<file path="config.mk">
export PLATFORM = sky130hd
export DESIGN_NAME = rld_top
export DESIGN_NICKNAME = d
export VERILOG_FILES = /design/src/hdl/rld_chan.v /design/src/hdl/rld_top.v
export VERILOG_INCLUDE_DIRS = /design/src /design/src/hdl
export SDC_FILE = /design/constraint.sdc
export NUM_CORES = 1
export LEC_CHECK = 0
export BUFFER_PORTS_ARGS = -buffer_cell sky130_fd_sc_hd__buf_2
export CAP_MARGIN = 20
export CORE_UTILIZATION = 50
export CTS_BUF_LIST = sky130_fd_sc_hd__clkbuf_4 sky130_fd_sc_hd__clkbuf_8 sky130_fd_sc_hd__clkbuf_16
export CTS_CLUSTER_DIAMETER = 50
export DETAILED_ROUTE_END_ITERATION = 6
export GPL_TIMING_DRIVEN = 0
export PLACE_DENSITY = 0.77
export SLEW_MARGIN = 20
export SYNTH_ARGS = -nofsm -noshare
export SYNTH_HDL_FRONTEND = slang
export SYNTH_HIERARCHICAL = 1
export SYNTH_SLANG_ARGS = --single-unit
</file>
<file path="constraint.sdc">
create_clock -name clock -period 3.7 [get_ports clock]
set_input_delay 0.37 -clock clock [delete_from_list [all_inputs] [get_ports clock]]
set_output_delay 0.37 -clock clock [all_outputs]
set_load 0.03 [all_outputs]
</file>
<file path="src/hdl/rld_defines.vh">
`ifndef RLD_DEFINES_VH
`define RLD_DEFINES_VH
// Register byte offsets (word aligned)
`define RLD_OFF_CODE 8'h00
`define RLD_OFF_CLK 8'h04
`define RLD_OFF_TERM 8'h08
`define RLD_OFF_CMD 8'h0C
`define RLD_OFF_IPTR 8'h10
`define RLD_OFF_IDAT 8'h14
`define RLD_OFF_CNT0 8'h20
`define RLD_OFF_STAT 8'h30
// Receive code field encodings
`define RLD_CODE_NRZ 2'h0
`define RLD_CODE_CMI 2'h1
`define RLD_CODE_AMI 2'h2
`define RLD_CODE_HDB3 2'h3
// Tuning sequence values
`define RLD_TUNE_PTR0 8'h2C
`define RLD_TUNE_DAT0 8'hFF
`define RLD_TUNE_PEND 8'h00
// Reset value and counter width
`define RLD_COMPAT_RST 1'h1
`define RLD_WIDTH_CNT 16
`endif

</file>
<file path="src/hdl/rld_chan.v">
`timescale 1ns/10ps
`include "rld_defines.vh"
////////////////////////////////////////////////////////////////////////////////
// One receive channel: input select, decode, violation detect and count
module rld_chan #(
    parameter CW = `RLD_WIDTH_CNT
) (
    input wire clock,
    input wire rstn,
    input wire ternary_in_a,
    input wire ternary_in_b,
    input wire optical_data_in,
    input wire input_type_select,
    input wire [1:0] rx_code_field,
    input wire extended_zeros_select,
    input wire violation_compat_bit,
    input wire tuned,
    input wire cnt_clear,
    output reg rx_data_q,
    output reg viol_q,
    output reg [CW-1:0] cnt_q
);
    reg last_pol_q; // Polarity of last mark
    reg prev_mark_q; // Previous bit was a mark
    reg cmi_phase_q; // CMI half-bit phase
    reg cmi_first_q; // First CMI half-bit
    reg [2:0] zero_run_q; // Zeros since last mark
    reg pos; // Positive mark this cycle
    reg neg; // Negative mark this cycle
    reg bit_en; // Bit boundary strobe
    reg bpv; // Raw bipolar violation
    reg masked; // Violation masked by compat, or untuned with compat clear
    reg code_err; // Counted code error
    // Line input mux and CMI front end
    always @* begin
        pos = 1'b0;
        neg = 1'b0;
        bit_en = 1'b1;
        if (input_type_select && rx_code_field == `RLD_CODE_CMI) begin
            // CMI: 11/00 = mark alternating, 01 = space; route clock from half-bits
            bit_en = cmi_phase_q;
            pos = cmi_first_q & optical_data_in;
            neg = ~cmi_first_q & ~optical_data_in;
        end else if (!input_type_select) begin
            pos = ternary_in_a & ~ternary_in_b;
            neg = ternary_in_b & ~ternary_in_a;
        end
    end
    // Violation and mask logic
    always @* begin
        bpv = (pos | neg) && (pos == last_pol_q);
        // Compat mode turns a back-to-back violation into a zero
        masked = violation_compat_bit && prev_mark_q;
        if (!violation_compat_bit && !tuned)
            masked = prev_mark_q;
        code_err = 1'b0;
        case (rx_code_field)
            `RLD_CODE_AMI: code_err = bpv && !masked;
            `RLD_CODE_HDB3: code_err = bpv && !masked &&
                (extended_zeros_select ? (zero_run_q != 3'h3) : 1'b1);
            `RLD_CODE_CMI: code_err = bpv && !masked;
            default: code_err = 1'b0;
        endcase
    end
    // Decoder state and counter
    always @(posedge clock) begin
        if (!rstn) begin
            last_pol_q <= 1'b0;
            prev_mark_q <= 1'b0;
            cmi_phase_q <= 1'b0;
            cmi_first_q <= 1'b0;
            zero_run_q <= 3'h0;
            rx_data_q <= 1'b0;
            viol_q <= 1'b0;
            cnt_q <= {CW{1'b0}};
        end else begin
            cmi_phase_q <= ~cmi_phase_q;
            if (!cmi_phase_q)
                cmi_first_q <= optical_data_in;
            viol_q <= 1'b0;
            if (cnt_clear)
                cnt_q <= {CW{1'b0}};
            if (bit_en) begin
                // NRZ passes level, others decode marks
                if (rx_code_field == `RLD_CODE_NRZ)
                    rx_data_q <= ternary_in_a;
                else
                    rx_data_q <= (pos | neg) & ~(bpv & masked);
                prev_mark_q <= pos | neg;
                if (pos | neg) begin
                    if (!(bpv && masked))
                        last_pol_q <= pos;
                    zero_run_q <= 3'h0;
                end else if (zero_run_q != 3'h7) begin
                    zero_run_q <= zero_run_q + 3'h1;
                end
                if (code_err) begin
                    viol_q <= 1'b1;
                    if (!cnt_clear)
                        cnt_q <= cnt_q + {{(CW-1){1'b0}}, 1'b1};
                end
            end
        end
    end
endmodule

</file>
<file path="src/hdl/rld_top.v">
// Chosen here: the Avalon-MM register port and the placing of the registers.
`timescale 1ns/10ps
`include "rld_defines.vh"
// How it works
// - Cleared compat plus tuning counts single/double violations
// - Three or more consecutive marks may go uncounted
// - Compat bit resets to one, hides back-to-back violations
// - Compat one decodes a back-to-back same-polarity mark as zero
// - Sparse-mark patterns always report every violation
// - Framed all-ones reports only post-zero-framing violations
// - Receive reset discards the tuning
// - Clock select picks recovered or oscillator clock
// - Each clock pin picks any channel clock
// - Ternary input with select clear; select set gives CMI optical, no marks for AMI/HDB3
// - Code field selects HDB3/B8ZS or AMI decoding
// - Code values: 10 AMI, 11 HDB3, 00 NRZ, 01 CMI
// - CMI recovers clock, HDB3/AMI post-decode, no correction
// - Extended zeros bit picks HDB3 violation check
// - Each code error bumps a 16-bit counter; a clear in the same cycle wins
// - Without input, switches follow their own bits; analog also needs every enable bit
// - With input, switches follow bit-equals-input equations
module rld_top #(
    parameter NCH = 4,
    parameter CW = `RLD_WIDTH_CNT
) (
    input wire clock,
    input wire rstn,
    input wire [7:0] avs_address,
    input wire avs_read,
    input wire avs_write,
    input wire [31:0] avs_writedata,
    input wire [3:0] avs_byteenable,
    output reg [31:0] avs_readdata,
    output wire avs_waitrequest,
    input wire [NCH-1:0] ternary_in_a,
    input wire [NCH-1:0] ternary_in_b,
    input wire [NCH-1:0] optical_data_in,
    input wire [NCH-1:0] recovered_clk_in,
    input wire [NCH-1:0] osc_clk_in,
    input wire [NCH-1:0] hw_termination_input,
    output wire [NCH-1:0] rx_data,
    output wire [NCH-1:0] rx_viol,
    output wire [NCH-1:0] rx_clock_pin,
    output reg [NCH-1:0] term_switch_on,
    output reg [NCH-1:0] analog_switch_on,
    output reg [3*NCH-1:0] osc_freq_sel
);
    ////////////////////////////////////////////////////////////////////////////////
    // Registers
    reg ack_q; // One-cycle wait then answer
    reg [NCH-1:0] input_type_select_q;
    reg [2*NCH-1:0] rx_code_field_q;
    reg [NCH-1:0] extended_zeros_select_q;
    reg violation_compat_bit_q; // Global compat bit
    reg [3*NCH-1:0] rx_clock_source_select_q;
    reg [3*NCH-1:0] clock_pin_route_select_q;
    reg [NCH-1:0] termination_switch_bit_q;
    reg [NCH-1:0] analog_switch_bit_q;
    reg [NCH-1:0] analog_switch_enable_q;
    reg [NCH-1:0] hw_term_assign_q; // Port carrying the termination input
    reg [7:0] indirect_pointer_reg_q;
    reg [7:0] indirect_data_reg_q;
    reg tuned_q; // Tuning series completed
    reg tune_armed_q; // First step of series seen
    reg [NCH-1:0] cnt_clear_q; // Counter clear strobe
    wire [CW*NCH-1:0] cnt_w;
    wire [NCH-1:0] chan_clk;
    wire acc;
    wire wr;
    wire [3:0] be_unused;
    wire [NCH-1:0] receive_reset_cmd;
    // Wait one cycle on every access
    assign acc = (avs_read | avs_write) & ~ack_q;
    assign avs_waitrequest = (avs_read | avs_write) & ~ack_q;
    assign wr = avs_write & ack_q;
    assign be_unused = avs_byteenable;
    assign receive_reset_cmd = (wr && avs_address == `RLD_OFF_CMD && avs_byteenable[0]) ?
        avs_writedata[NCH-1:0] : {NCH{1'b0}};
    ////////////////////////////////////////////////////////////////////////////////
    // Register writes
    always @(posedge clock) begin
        if (!rstn) begin
            ack_q <= 1'b0;
            input_type_select_q <= {NCH{1'b0}};
            rx_code_field_q <= {NCH{`RLD_CODE_HDB3}};
            extended_zeros_select_q <= {NCH{1'b0}};
            violation_compat_bit_q <= `RLD_COMPAT_RST;
            rx_clock_source_select_q <= {(3*NCH){1'b0}};
            clock_pin_route_select_q <= {(3*NCH){1'b0}};
            termination_switch_bit_q <= {NCH{1'b0}};
            analog_switch_bit_q <= {NCH{1'b0}};
            analog_switch_enable_q <= {NCH{1'b0}};
            hw_term_assign_q <= {NCH{1'b0}};
            indirect_pointer_reg_q <= 8'h00;
            indirect_data_reg_q <= 8'h00;
            tuned_q <= 1'b0;
            tune_armed_q <= 1'b0;
            cnt_clear_q <= {NCH{1'b0}};
        end else begin
            ack_q <= acc;
            cnt_clear_q <= {NCH{1'b0}};
            if (wr) begin
                case (avs_address)
                    `RLD_OFF_CODE: begin
                        rx_code_field_q <= avs_writedata[2*NCH-1:0];
                        input_type_select_q <= avs_writedata[8+NCH-1:8];
                        extended_zeros_select_q <= avs_writedata[16+NCH-1:16];
                        violation_compat_bit_q <= avs_writedata[24];
                    end
                    `RLD_OFF_CLK: begin
                        rx_clock_source_select_q <= avs_writedata[3*NCH-1:0];
                        clock_pin_route_select_q <= avs_writedata[16+3*NCH-1:16];
                    end
                    `RLD_OFF_TERM: begin
                        termination_switch_bit_q <= avs_writedata[NCH-1:0];
                        analog_switch_bit_q <= avs_writedata[8+NCH-1:8];
                        analog_switch_enable_q <= avs_writedata[16+NCH-1:16];
                        hw_term_assign_q <= avs_writedata[24+NCH-1:24];
                    end
                    `RLD_OFF_CMD: cnt_clear_q <= avs_writedata[8+NCH-1:8];
                    `RLD_OFF_IPTR: begin
                        indirect_pointer_reg_q <= avs_writedata[7:0];
                        // Series opens with first pointer, ends with closing pointer
                        if (avs_writedata[7:0] == `RLD_TUNE_PTR0)
                            tune_armed_q <= 1'b1;
                        else if (avs_writedata[7:0] == `RLD_TUNE_PEND && tune_armed_q) begin
                            tuned_q <= 1'b1;
                            tune_armed_q <= 1'b0;
                        end
                    end
                    `RLD_OFF_IDAT: indirect_data_reg_q <= avs_writedata[7:0];
                    default: ;
                endcase
            end
            // Any receive reset drops the shared tuning
            if (|receive_reset_cmd) begin
                tuned_q <= 1'b0;
                tune_armed_q <= 1'b0;
            end
        end
    end
    ////////////////////////////////////////////////////////////////////////////////
    // Register reads; unmapped reads zero
    always @(posedge clock) begin
        if (!rstn) begin
            avs_readdata <= 32'h00000000;
        end else begin
            avs_readdata <= 32'h00000000;
            if (avs_read && !ack_q) begin
                case (avs_address)
                    `RLD_OFF_CODE: avs_readdata <= {7'h00, violation_compat_bit_q,
                        {(8-NCH){1'b0}}, extended_zeros_select_q,
                        {(8-NCH){1'b0}}, input_type_select_q,
                        {(8-2*NCH){1'b0}}, rx_code_field_q};
                    `RLD_OFF_CLK: avs_readdata <= {{(16-3*NCH){1'b0}}, clock_pin_route_select_q,
                        {(16-3*NCH){1'b0}}, rx_clock_source_select_q};
                    `RLD_OFF_TERM: avs_readdata <= {{(8-NCH){1'b0}}, hw_term_assign_q,
                        {(8-NCH){1'b0}}, analog_switch_enable_q,
                        {(8-NCH){1'b0}}, analog_switch_bit_q,
                        {(8-NCH){1'b0}}, termination_switch_bit_q};
                    `RLD_OFF_IPTR: avs_readdata <= {24'h000000, indirect_pointer_reg_q};
                    `RLD_OFF_IDAT: avs_readdata <= {24'h000000, indirect_data_reg_q};
                    `RLD_OFF_STAT: avs_readdata <= {{(24-2*NCH){1'b0}}, analog_switch_on,
                        term_switch_on, 7'h00, tuned_q};
                    default: begin
                        if (avs_address[7:4] == 4'h2 && avs_address[3:2] < NCH)
                            avs_readdata <= {{(32-CW){1'b0}},
                                cnt_w[avs_address[3:2]*CW +: CW]};
                    end
                endcase
            end
        end
    end
    ////////////////////////////////////////////////////////////////////////////////
    // Per-channel datapath, clocks and switches
    genvar g;
    generate
        for (g = 0; g < NCH; g = g + 1) begin : ch
            wire [2:0] rs = rx_clock_source_select_q[3*g +: 3];
            wire [2:0] ps = clock_pin_route_select_q[3*g +: 3];
            wire [CW-1:0] cnt;
            // Each channel compares its bit with its own termination input pin
            wire eq = termination_switch_bit_q[g] == hw_termination_input[g];
            assign cnt_w[CW*g +: CW] = cnt;
            // Route clock or oscillator; nonzero also sets oscillator rate
            assign chan_clk[g] = (rs == 3'h0) ? recovered_clk_in[g] : osc_clk_in[g];
            assign rx_clock_pin[g] = chan_clk[ps[1:0]];
            rld_chan #(.CW(CW)) u_chan (
                .clock(clock),
                .rstn(rstn & ~receive_reset_cmd[g]),
                .ternary_in_a(ternary_in_a[g]),
                .ternary_in_b(ternary_in_b[g]),
                .optical_data_in(optical_data_in[g]),
                .input_type_select(input_type_select_q[g]),
                .rx_code_field(rx_code_field_q[2*g +: 2]),
                .extended_zeros_select(extended_zeros_select_q[g]),
                .violation_compat_bit(violation_compat_bit_q),
                .tuned(tuned_q),
                .cnt_clear(cnt_clear_q[g]),
                .rx_data_q(rx_data[g]),
                .viol_q(rx_viol[g]),
                .cnt_q(cnt)
            );
            // Switch control registered
            always @(posedge clock) begin
                if (!rstn) begin
                    term_switch_on[g] <= 1'b0;
                    analog_switch_on[g] <= 1'b0;
                    osc_freq_sel[3*g +: 3] <= 3'h0;
                end else begin
                    osc_freq_sel[3*g +: 3] <= rs;
                    if (hw_term_assign_q[g]) begin
                        term_switch_on[g] <= eq & analog_switch_bit_q[g];
                        analog_switch_on[g] <= eq & (&analog_switch_enable_q);
                    end else begin
                        term_switch_on[g] <= termination_switch_bit_q[g];
                        analog_switch_on[g] <= analog_switch_bit_q[g] &
                            (&analog_switch_enable_q);
                    end
                end
            end
        end
    endgenerate
endmodule

</file>
After elaboration in Yosys (flattened, before gate mapping)
Cells that the tools add are included.

storage, ports and cells
  bits in registers = 232
  output and inout bits = 65
  word-level logic and storage cells = 359
  bits of input ports = 72

cells by class
  $add $sub $neg = 8
  bitwise gates (word level) = 82
  reductions and logical operators = 78
  magnitude comparators = 4
  mux-type cells = 89
  eq/ne operators = 36
  shift-type cells = 1

operators with widths
  kind                                                 count
  two-way mux 16 bit                                   17
  one-hot mux 28 bit (6 select lines)                  1
  adder 16 x 1 -> 16 bit, second input constant        4
  indexed part select 64 x 7 -> 16 bit                 1
  two-way mux 1 bit                                    54
  bitwise AND 1 bit                                    42
  inverter 1 bit                                       35
  logical AND 1 bit                                    29
  AND reduction 2 bit                                  14
  two-way mux 3 bit                                    8
  AND reduction 3 bit                                  6
  equality test 2 bit, second input constant           8
  equality test 8 x 4 -> 1 bit, second input constant  2
  equality test 8 x 5 -> 1 bit, second input constant  2
  equality test 8 x 6 -> 1 bit, second input constant  2
  zero test 8 bit                                      2
  adder 3 x 1 -> 3 bit, second input constant          4
  zero test 3 bit                                      4
  < comparator 2 x 3 -> 1 bit, second input constant   4
  != test 3 x 2 -> 1 bit, second input constant        4
  != test 3 bit, second input constant                 4
  nonzero test 2 bit                                   5
  binary-select mux 1 bit (select 2 bit)               4
  equality test 1 bit                                  8
  other kinds (11)                                     34

Logic depth before layout (Yosys ltp)
  depth in word-level cells = 11
  mapped depth = 10
  mapped depth without buffers = 9

Cells and area by module
The synthesis kept the hierarchy.

modules (own cells, without submodules)
  module                       area each (um2)  seq. area each (um2)  cells each  times used
  rld_top                      5,725.5          2,562.5               568         1
  rld_chan (ch[0].u_chan ...)  1,316.3          500.5                 148         3
  rld_chan (ch[3].u_chan)      1,331.3          500.5                 149         1

Least setup slack after synthesis
OpenSTA, ideal clock, no wires.

  kind = register to register
  start point = register rx_code_field_q[0]
  end point = register ch[0].u_chan.cnt_q[3]
  data required time = 3.585 ns
  setup slack = 1.333 ns
  clock period less this slack = 2.367 ns
  cell stages (with the launch flop) = 7
  buffers on the path = 0
  arrival = 2.252 ns
  setup time = 0.115 ns
  cell sequence = dfxtp_1 -> ha_1 -> or3b_1 -> mux4_2 -> or4_4 -> xnor2_1 -> and2_1

on the way
  longest elaborated chain between the ends = 10
  elaborated cells on any way between the ends = 16
  those cells by class = 4 x eq/ne; 6 x mux; 1 x bitwise; 5 x reduce/logical

ends and longest elaborated chain
  item                                             line                                         source
  from (decl)                                      rld_top.v:52                                 reg [2*NCH-1:0] rx_code_field_q;
  from (signal assigned)                           rld_top.v:85                                 rx_code_field_q <= {NCH{`RLD_CODE_HDB3}};
  from (signal assigned)                           rld_top.v:105                                rx_code_field_q <= avs_writedata[2*NCH-1:0];
  equality test 2 x 1 -> 1 bit                     rld_chan.v:57                                case (rx_code_field)
  logical AND 1 bit (no line)                      -
  two-way mux 1 bit                                rld_chan.v:39                                if (input_type_select && rx_code_field == `RLD_CODE_CMI) begin
  OR 1 bit or equality test 1 bit (tied branches)  rld_chan.v:51                                bpv = (pos | neg) && (pos == last_pol_q);
  logical AND 1 bit                                rld_chan.v:51
  logical AND 1 bit                                rld_chan.v:58, rld_chan.v:59, rld_chan.v:61
  logical AND 1 bit                                rld_chan.v:59                                `RLD_CODE_HDB3: code_err = bpv && !masked &&
  one-hot mux 1 bit (2 select lines)               rld_chan.v:57
  two-way mux 16 bit                               rld_chan.v:97                                if (code_err) begin
  two-way mux 16 bit *                             rld_chan.v:83                                if (bit_en) begin
  to (signal assigned)                             rld_chan.v:75                                cnt_q <= {CW{1'b0}};
  to (signal assigned)                             rld_chan.v:82                                cnt_q <= {CW{1'b0}};
  to (signal assigned)                             rld_chan.v:100                               cnt_q <= cnt_q + {{(CW-1){1'b0}}, 1'b1};
  to (decl)                                        rld_chan.v:21                                output reg [CW-1:0] cnt_q

Every way passes the cells marked *; elsewhere a longest branch is shown, timed or not.
A chain may end at the register's enable or synchronous reset.

Worst setup path after layout
  start point = register rx_clock_source_select_q[6]
  end point = output port rx_clock_pin[3]

on the way
  longest elaborated chain between the ends = 4

ends and longest elaborated chain
  item                                     line           source
  from (decl)                              rld_top.v:55   reg [3*NCH-1:0] rx_clock_source_select_q;
  from (signal assigned)                   rld_top.v:88   rx_clock_source_select_q <= {(3*NCH){1'b0}};
  from (signal assigned)                   rld_top.v:111  rx_clock_source_select_q <= avs_writedata[3*NCH-1:0];
  zero test 3 bit                          rld_top.v:186  assign chan_clk[g] = (rs == 3'h0) ? recovered_clk_in[g] : osc_clk_in[g];
  two-way mux 1 bit                        rld_top.v:186
  binary-select mux 1 bit (select 2 bit)   rld_top.v:187  assign rx_clock_pin[g] = chan_clk[ps[1:0]];
  two-way mux 1 bit (not written as such)  rld_top.v:187
  to (decl)                                rld_top.v:43   output wire [NCH-1:0] rx_clock_pin,

Every way passes these cells. The select of a mux whose other input is x is not followed.

==> flow_metrics.py <==
metrics = {
    "run_status": {
        "status": "finished, final reports clean",
    },
    "sta": {
        "hold_violations": 0,
        "drv_slew": 0,
        "fin_hold_ws_ps": 56.6,
        "skew_ps": 32.3,
        "post-route-min-period_ps": 2770,
        "worstMarginPinSlew_ps": 713,
        "finalSetupTns_ps": 0,
        "max_freq_mhz": 361,
        "setup-violations-final": 0,
        "max_slew_margin_pct": 52.5,
        "rsz0062_at_grt": "no",
        "period_share_pct": 74.9,
    },
    "setup_path": {
        "endpoint_kind": "output pin",
        "worstPathRequired_ps": 3330,
        "crit_type": "register to output pin",
        "r2r_start": "rx_code_field_q[6]$_SDFFE_PN1P_",
        "rr_worst_depth": 6,
        "crit_path_start_kind": "register",
        "rrSetupSlack_ps": 940,
        "path_max_fanout": 4,
        "critPathArrivalTime_ps": 2400,
        "rr_endpoint": "ch[3].u_chan/cnt_q[3]$_SDFF_PN0_",
    },
    "drt": {
        "detail-route-antenna-nets": 0,
        "drc": 0,
        "post_drt_via_cell_ratio": 5.94,
        "wl_per_cell_um": 19.2,
        "routed_wl_um": 30800,
        "route.vias.total": 9528,
        "first_pass_iters": 6,
        "drtIter0Drc": 873,
    },
    "floorplanning": {
        "die_area_um2": 22600,
        "start_util_pct": 51.7,
        "die_w_um": 150,
        "ioPinCount": 137,
        "chipHeight_um": 150,
        "num_rows": 53,
        "coreArea_um2": 21300,
    },
    "yosys": {
        "syn_inst": 1161,
        "syn_avg_cell_area_um2": 9.48,
        "yosysSeqAreaShare_pct": 41.5,
        "synth_edf_count": 0,
        "synthArstFlopShare_pct": 0,
        "ys_dominant_reg_cell": "dfxtp_1",
        "synth_warnings": 6,
        "synth_cell_types": 64,
        "netlist_area_um2": 11000,
        "ys_ff_latch": 228,
    },
    "power": {
        "p_leak_nw": 5.44,
        "ir_drop_mv": 0.312,
        "power_density_nw_per_um2": 437,
    },
    "placed_design": {
        "io_buffer_count": 115,
        "place_area_um2": 11900,
        "hpwl_um": 22900,
        "gp_congestion": 0.957,
    },
    "global_routing": {
        "grt_max_degree": 15,
        "grt_pass1_vias": 8897,
        "grt_usage_pct": 27.6,
        "grt_pass1_wl_um": 47900,
        "antenna_found_initial": 1,
        "grt_overflow": 0,
    },
    "finish": {
        "area_delta_synth_final_pct": 16.9,
        "final_area_um2": 12900,
        "final_cell_mix": "dfxtp_1 (228), nor2_1 (162), buf_2 (128)",
        "fill_cells": 1791,
        "nets": 1408,
        "final_layout_size_suffix_gt1_share_pct": 19.7,
        "mostFrequentLayoutCell": "dfxtp_1",
        "final_util_pct": 60.5,
        "antennaDiodeCount": 0,
    },
    "clock_network": {
        "post-cts-setup-buffers": 0,
        "numCtsBuffers": 27,
        "post_cts_resized": 0,
        "insertion_delay_ps": 550,
        "cts_buffer_depth": 3,
        "clockRootBuffer": "clkbuf_16",
        "h-tree-depth": 1,
        "cts_hold_buf": 0,
        "clk_pin_slew_ps": 60,
        "cts.sinks": 228,
        "cts_tree": "done",
    },
    "min_path": {
        "min_from": "avs_writedata[23]",
        "hold_path_end": "clock_pin_route_select_q[7]$_SDFFE_PN0P_",
        "hold_class": "primary input to register",
        "whs_path_depth": 3,
    },
    "job": {
        "maxCapViolCount": 0,
    },
}
[layer usage]
metal | track usage (%) | vias up | part of all wire, %
met4 | 12.8 | 2 | 4.0
met5 | 0 | - | 0.042
met2 | 44.0 | 448 | 46
met1 | 36.8 | 4538 | 41
met3 | 4.21 | 89 | 9.0
li1 | - | 4451 | -
[metrics by stage]
stage,total power [W],cells,worst slack (ps)
after global routing,0.00579,1604,749
after CTS,0.00564,1604,903
after global placement,0.00291,1554,583
after floorplan,0.00279,1164,1330
final,0.00563,1604,930
after detailed placement,0.00292,1554,532
[worst max path at each step]
stage	from	slack [ps]	cells after the start	to
4_1_cts	rx_clock_source_select_q[3]$_SDFFE_PN0P_	900	4	rx_clock_pin[3]
3_5_place_dp	avs_address[5]	530	10	ch[3].u_chan/cnt_q[7]$_SDFF_PN0_
5_1_grt	rx_code_field_q[7]$_SDFFE_PN1P_	750	7	ch[3].u_chan/cnt_q[3]$_SDFF_PN0_
2_1_floorplan	rx_code_field_q[0]$_SDFFE_PN1P_	1330	6	ch[0].u_chan/cnt_q[3]$_SDFF_PN0_
3_3_place_gp	avs_address[5]	580	10	ch[3].u_chan/cnt_q[7]$_SDFF_PN0_
6_report	rx_clock_source_select_q[6]$_SDFFE_PN0P_	930	4	rx_clock_pin[3]
[synth_stat cells (4+ instances only)]
| cell | n | area, um^2 |
|---|---|---|
| a211o_1 | 4 | 35.0 |
| or3_1 | 13 | 81.3 |
| o31ai_1 | 7 | 52.6 |
| inv_1 | 29 | 109 |
| a31oi_1 | 15 | 93.8 |
| nand3b_1 | 12 | 90.1 |
| dfxtp_1 | 228 | 4560 |
| nor4_1 | 36 | 225 |
| buf_1 | 4 | 15.0 |
| nand3_1 | 34 | 170 |
| buf_2 | 13 | 65.1 |
| or3b_1 | 4 | 35.0 |
| buf_4 | 10 | 75.1 |
| nand2_1 | 102 | 383 |
| mux4_2 | 28 | 631 |
| nor4b_4 | 5 | 119 |
| o21a_1 | 7 | 52.6 |
| nand3_2 | 5 | 50.1 |
| and3_1 | 11 | 68.8 |
| ha_1 | 28 | 350 |
| a22oi_1 | 19 | 143 |
| buf_6 | 5 | 56.3 |
| a21oi_1 | 36 | 180 |
| mux2_2 | 13 | 146 |
| mux2i_1 | 74 | 741 |
| o2111ai_1 | 8 | 70.1 |
| a21boi_0 | 10 | 75.1 |
| o22ai_1 | 7 | 43.8 |
| and2_1 | 31 | 194 |
| clkbuf_1 | 23 | 86.3 |
| and4_1 | 7 | 61.3 |
| a41o_1 | 6 | 60.1 |
| o211a_1 | 8 | 80.1 |
| nor2_1 | 162 | 608 |
| xnor2_1 | 46 | 403 |
| nor2b_1 | 8 | 50.1 |
| nor3_1 | 15 | 75.1 |
| nand4_1 | 4 | 25.0 |
| a32o_1 | 4 | 40.0 |
| o21ai_0 | 17 | 85.1 |
| nand2b_1 | 22 | 138 |
[final cells by class]
type                            count  area (um^2)  area share (%)
Buffer                             55          298            2.31
Clock buffer                       31          724            5.63
Clock inverter                     19          208            1.61
Inverter                           30          113           0.875
Multi-Input combinational cell    851         6040            47.0
Sequential cell                   228         4560            35.5
Tap cell                          275          344            2.67
Timing Repair Buffer              115          576            4.47
[sequential cells by signal, indices dropped and copies added (netlist names), 8 cells and up]
register                  flops
avs_readdata                 28
ch.u_chan/cnt_q              64
ch.u_chan/zero_run_q         12
clock_pin_route_select_q     12
indirect_data_reg_q           8
indirect_pointer_reg_q        8
osc_freq_sel                 12
rx_clock_source_select_q     12
rx_code_field_q               8
[critical path, cell delays in order, from the launching register on]
cell and delay, ps:
dfxtp_1 350, nor3_1 410, mux2_2 430, mux4_2 470
buf_2 190
[report_power, final]
part           internal, W  switching [W]  leakage (nW)
combinational     0.000130       0.000233          3.14
sequential         0.00249      0.0000283          1.84
clock              0.00164        0.00112         0.457
total              0.00425        0.00138          5.44
[cells by family (layout without fill, tap and decap cells)]
logic type | Yosys count | after routing | synth area share (%)
buffers and inverters | 85 | 250 | 3.73
other | 1 | 4 | 0.0341
muxes | 115 | 115 | 13.8
AOI/OAI and AO/OA | 161 | 161 | 10.2
DFF | 228 | 228 | 41.5
xor gates and xnor gates | 49 | 49 | 3.90
and+or+nand+nor | 494 | 494 | 23.7
adders and majority gates | 28 | 28 | 3.18
Note: power is estimated with default switching activity, not from simulation.
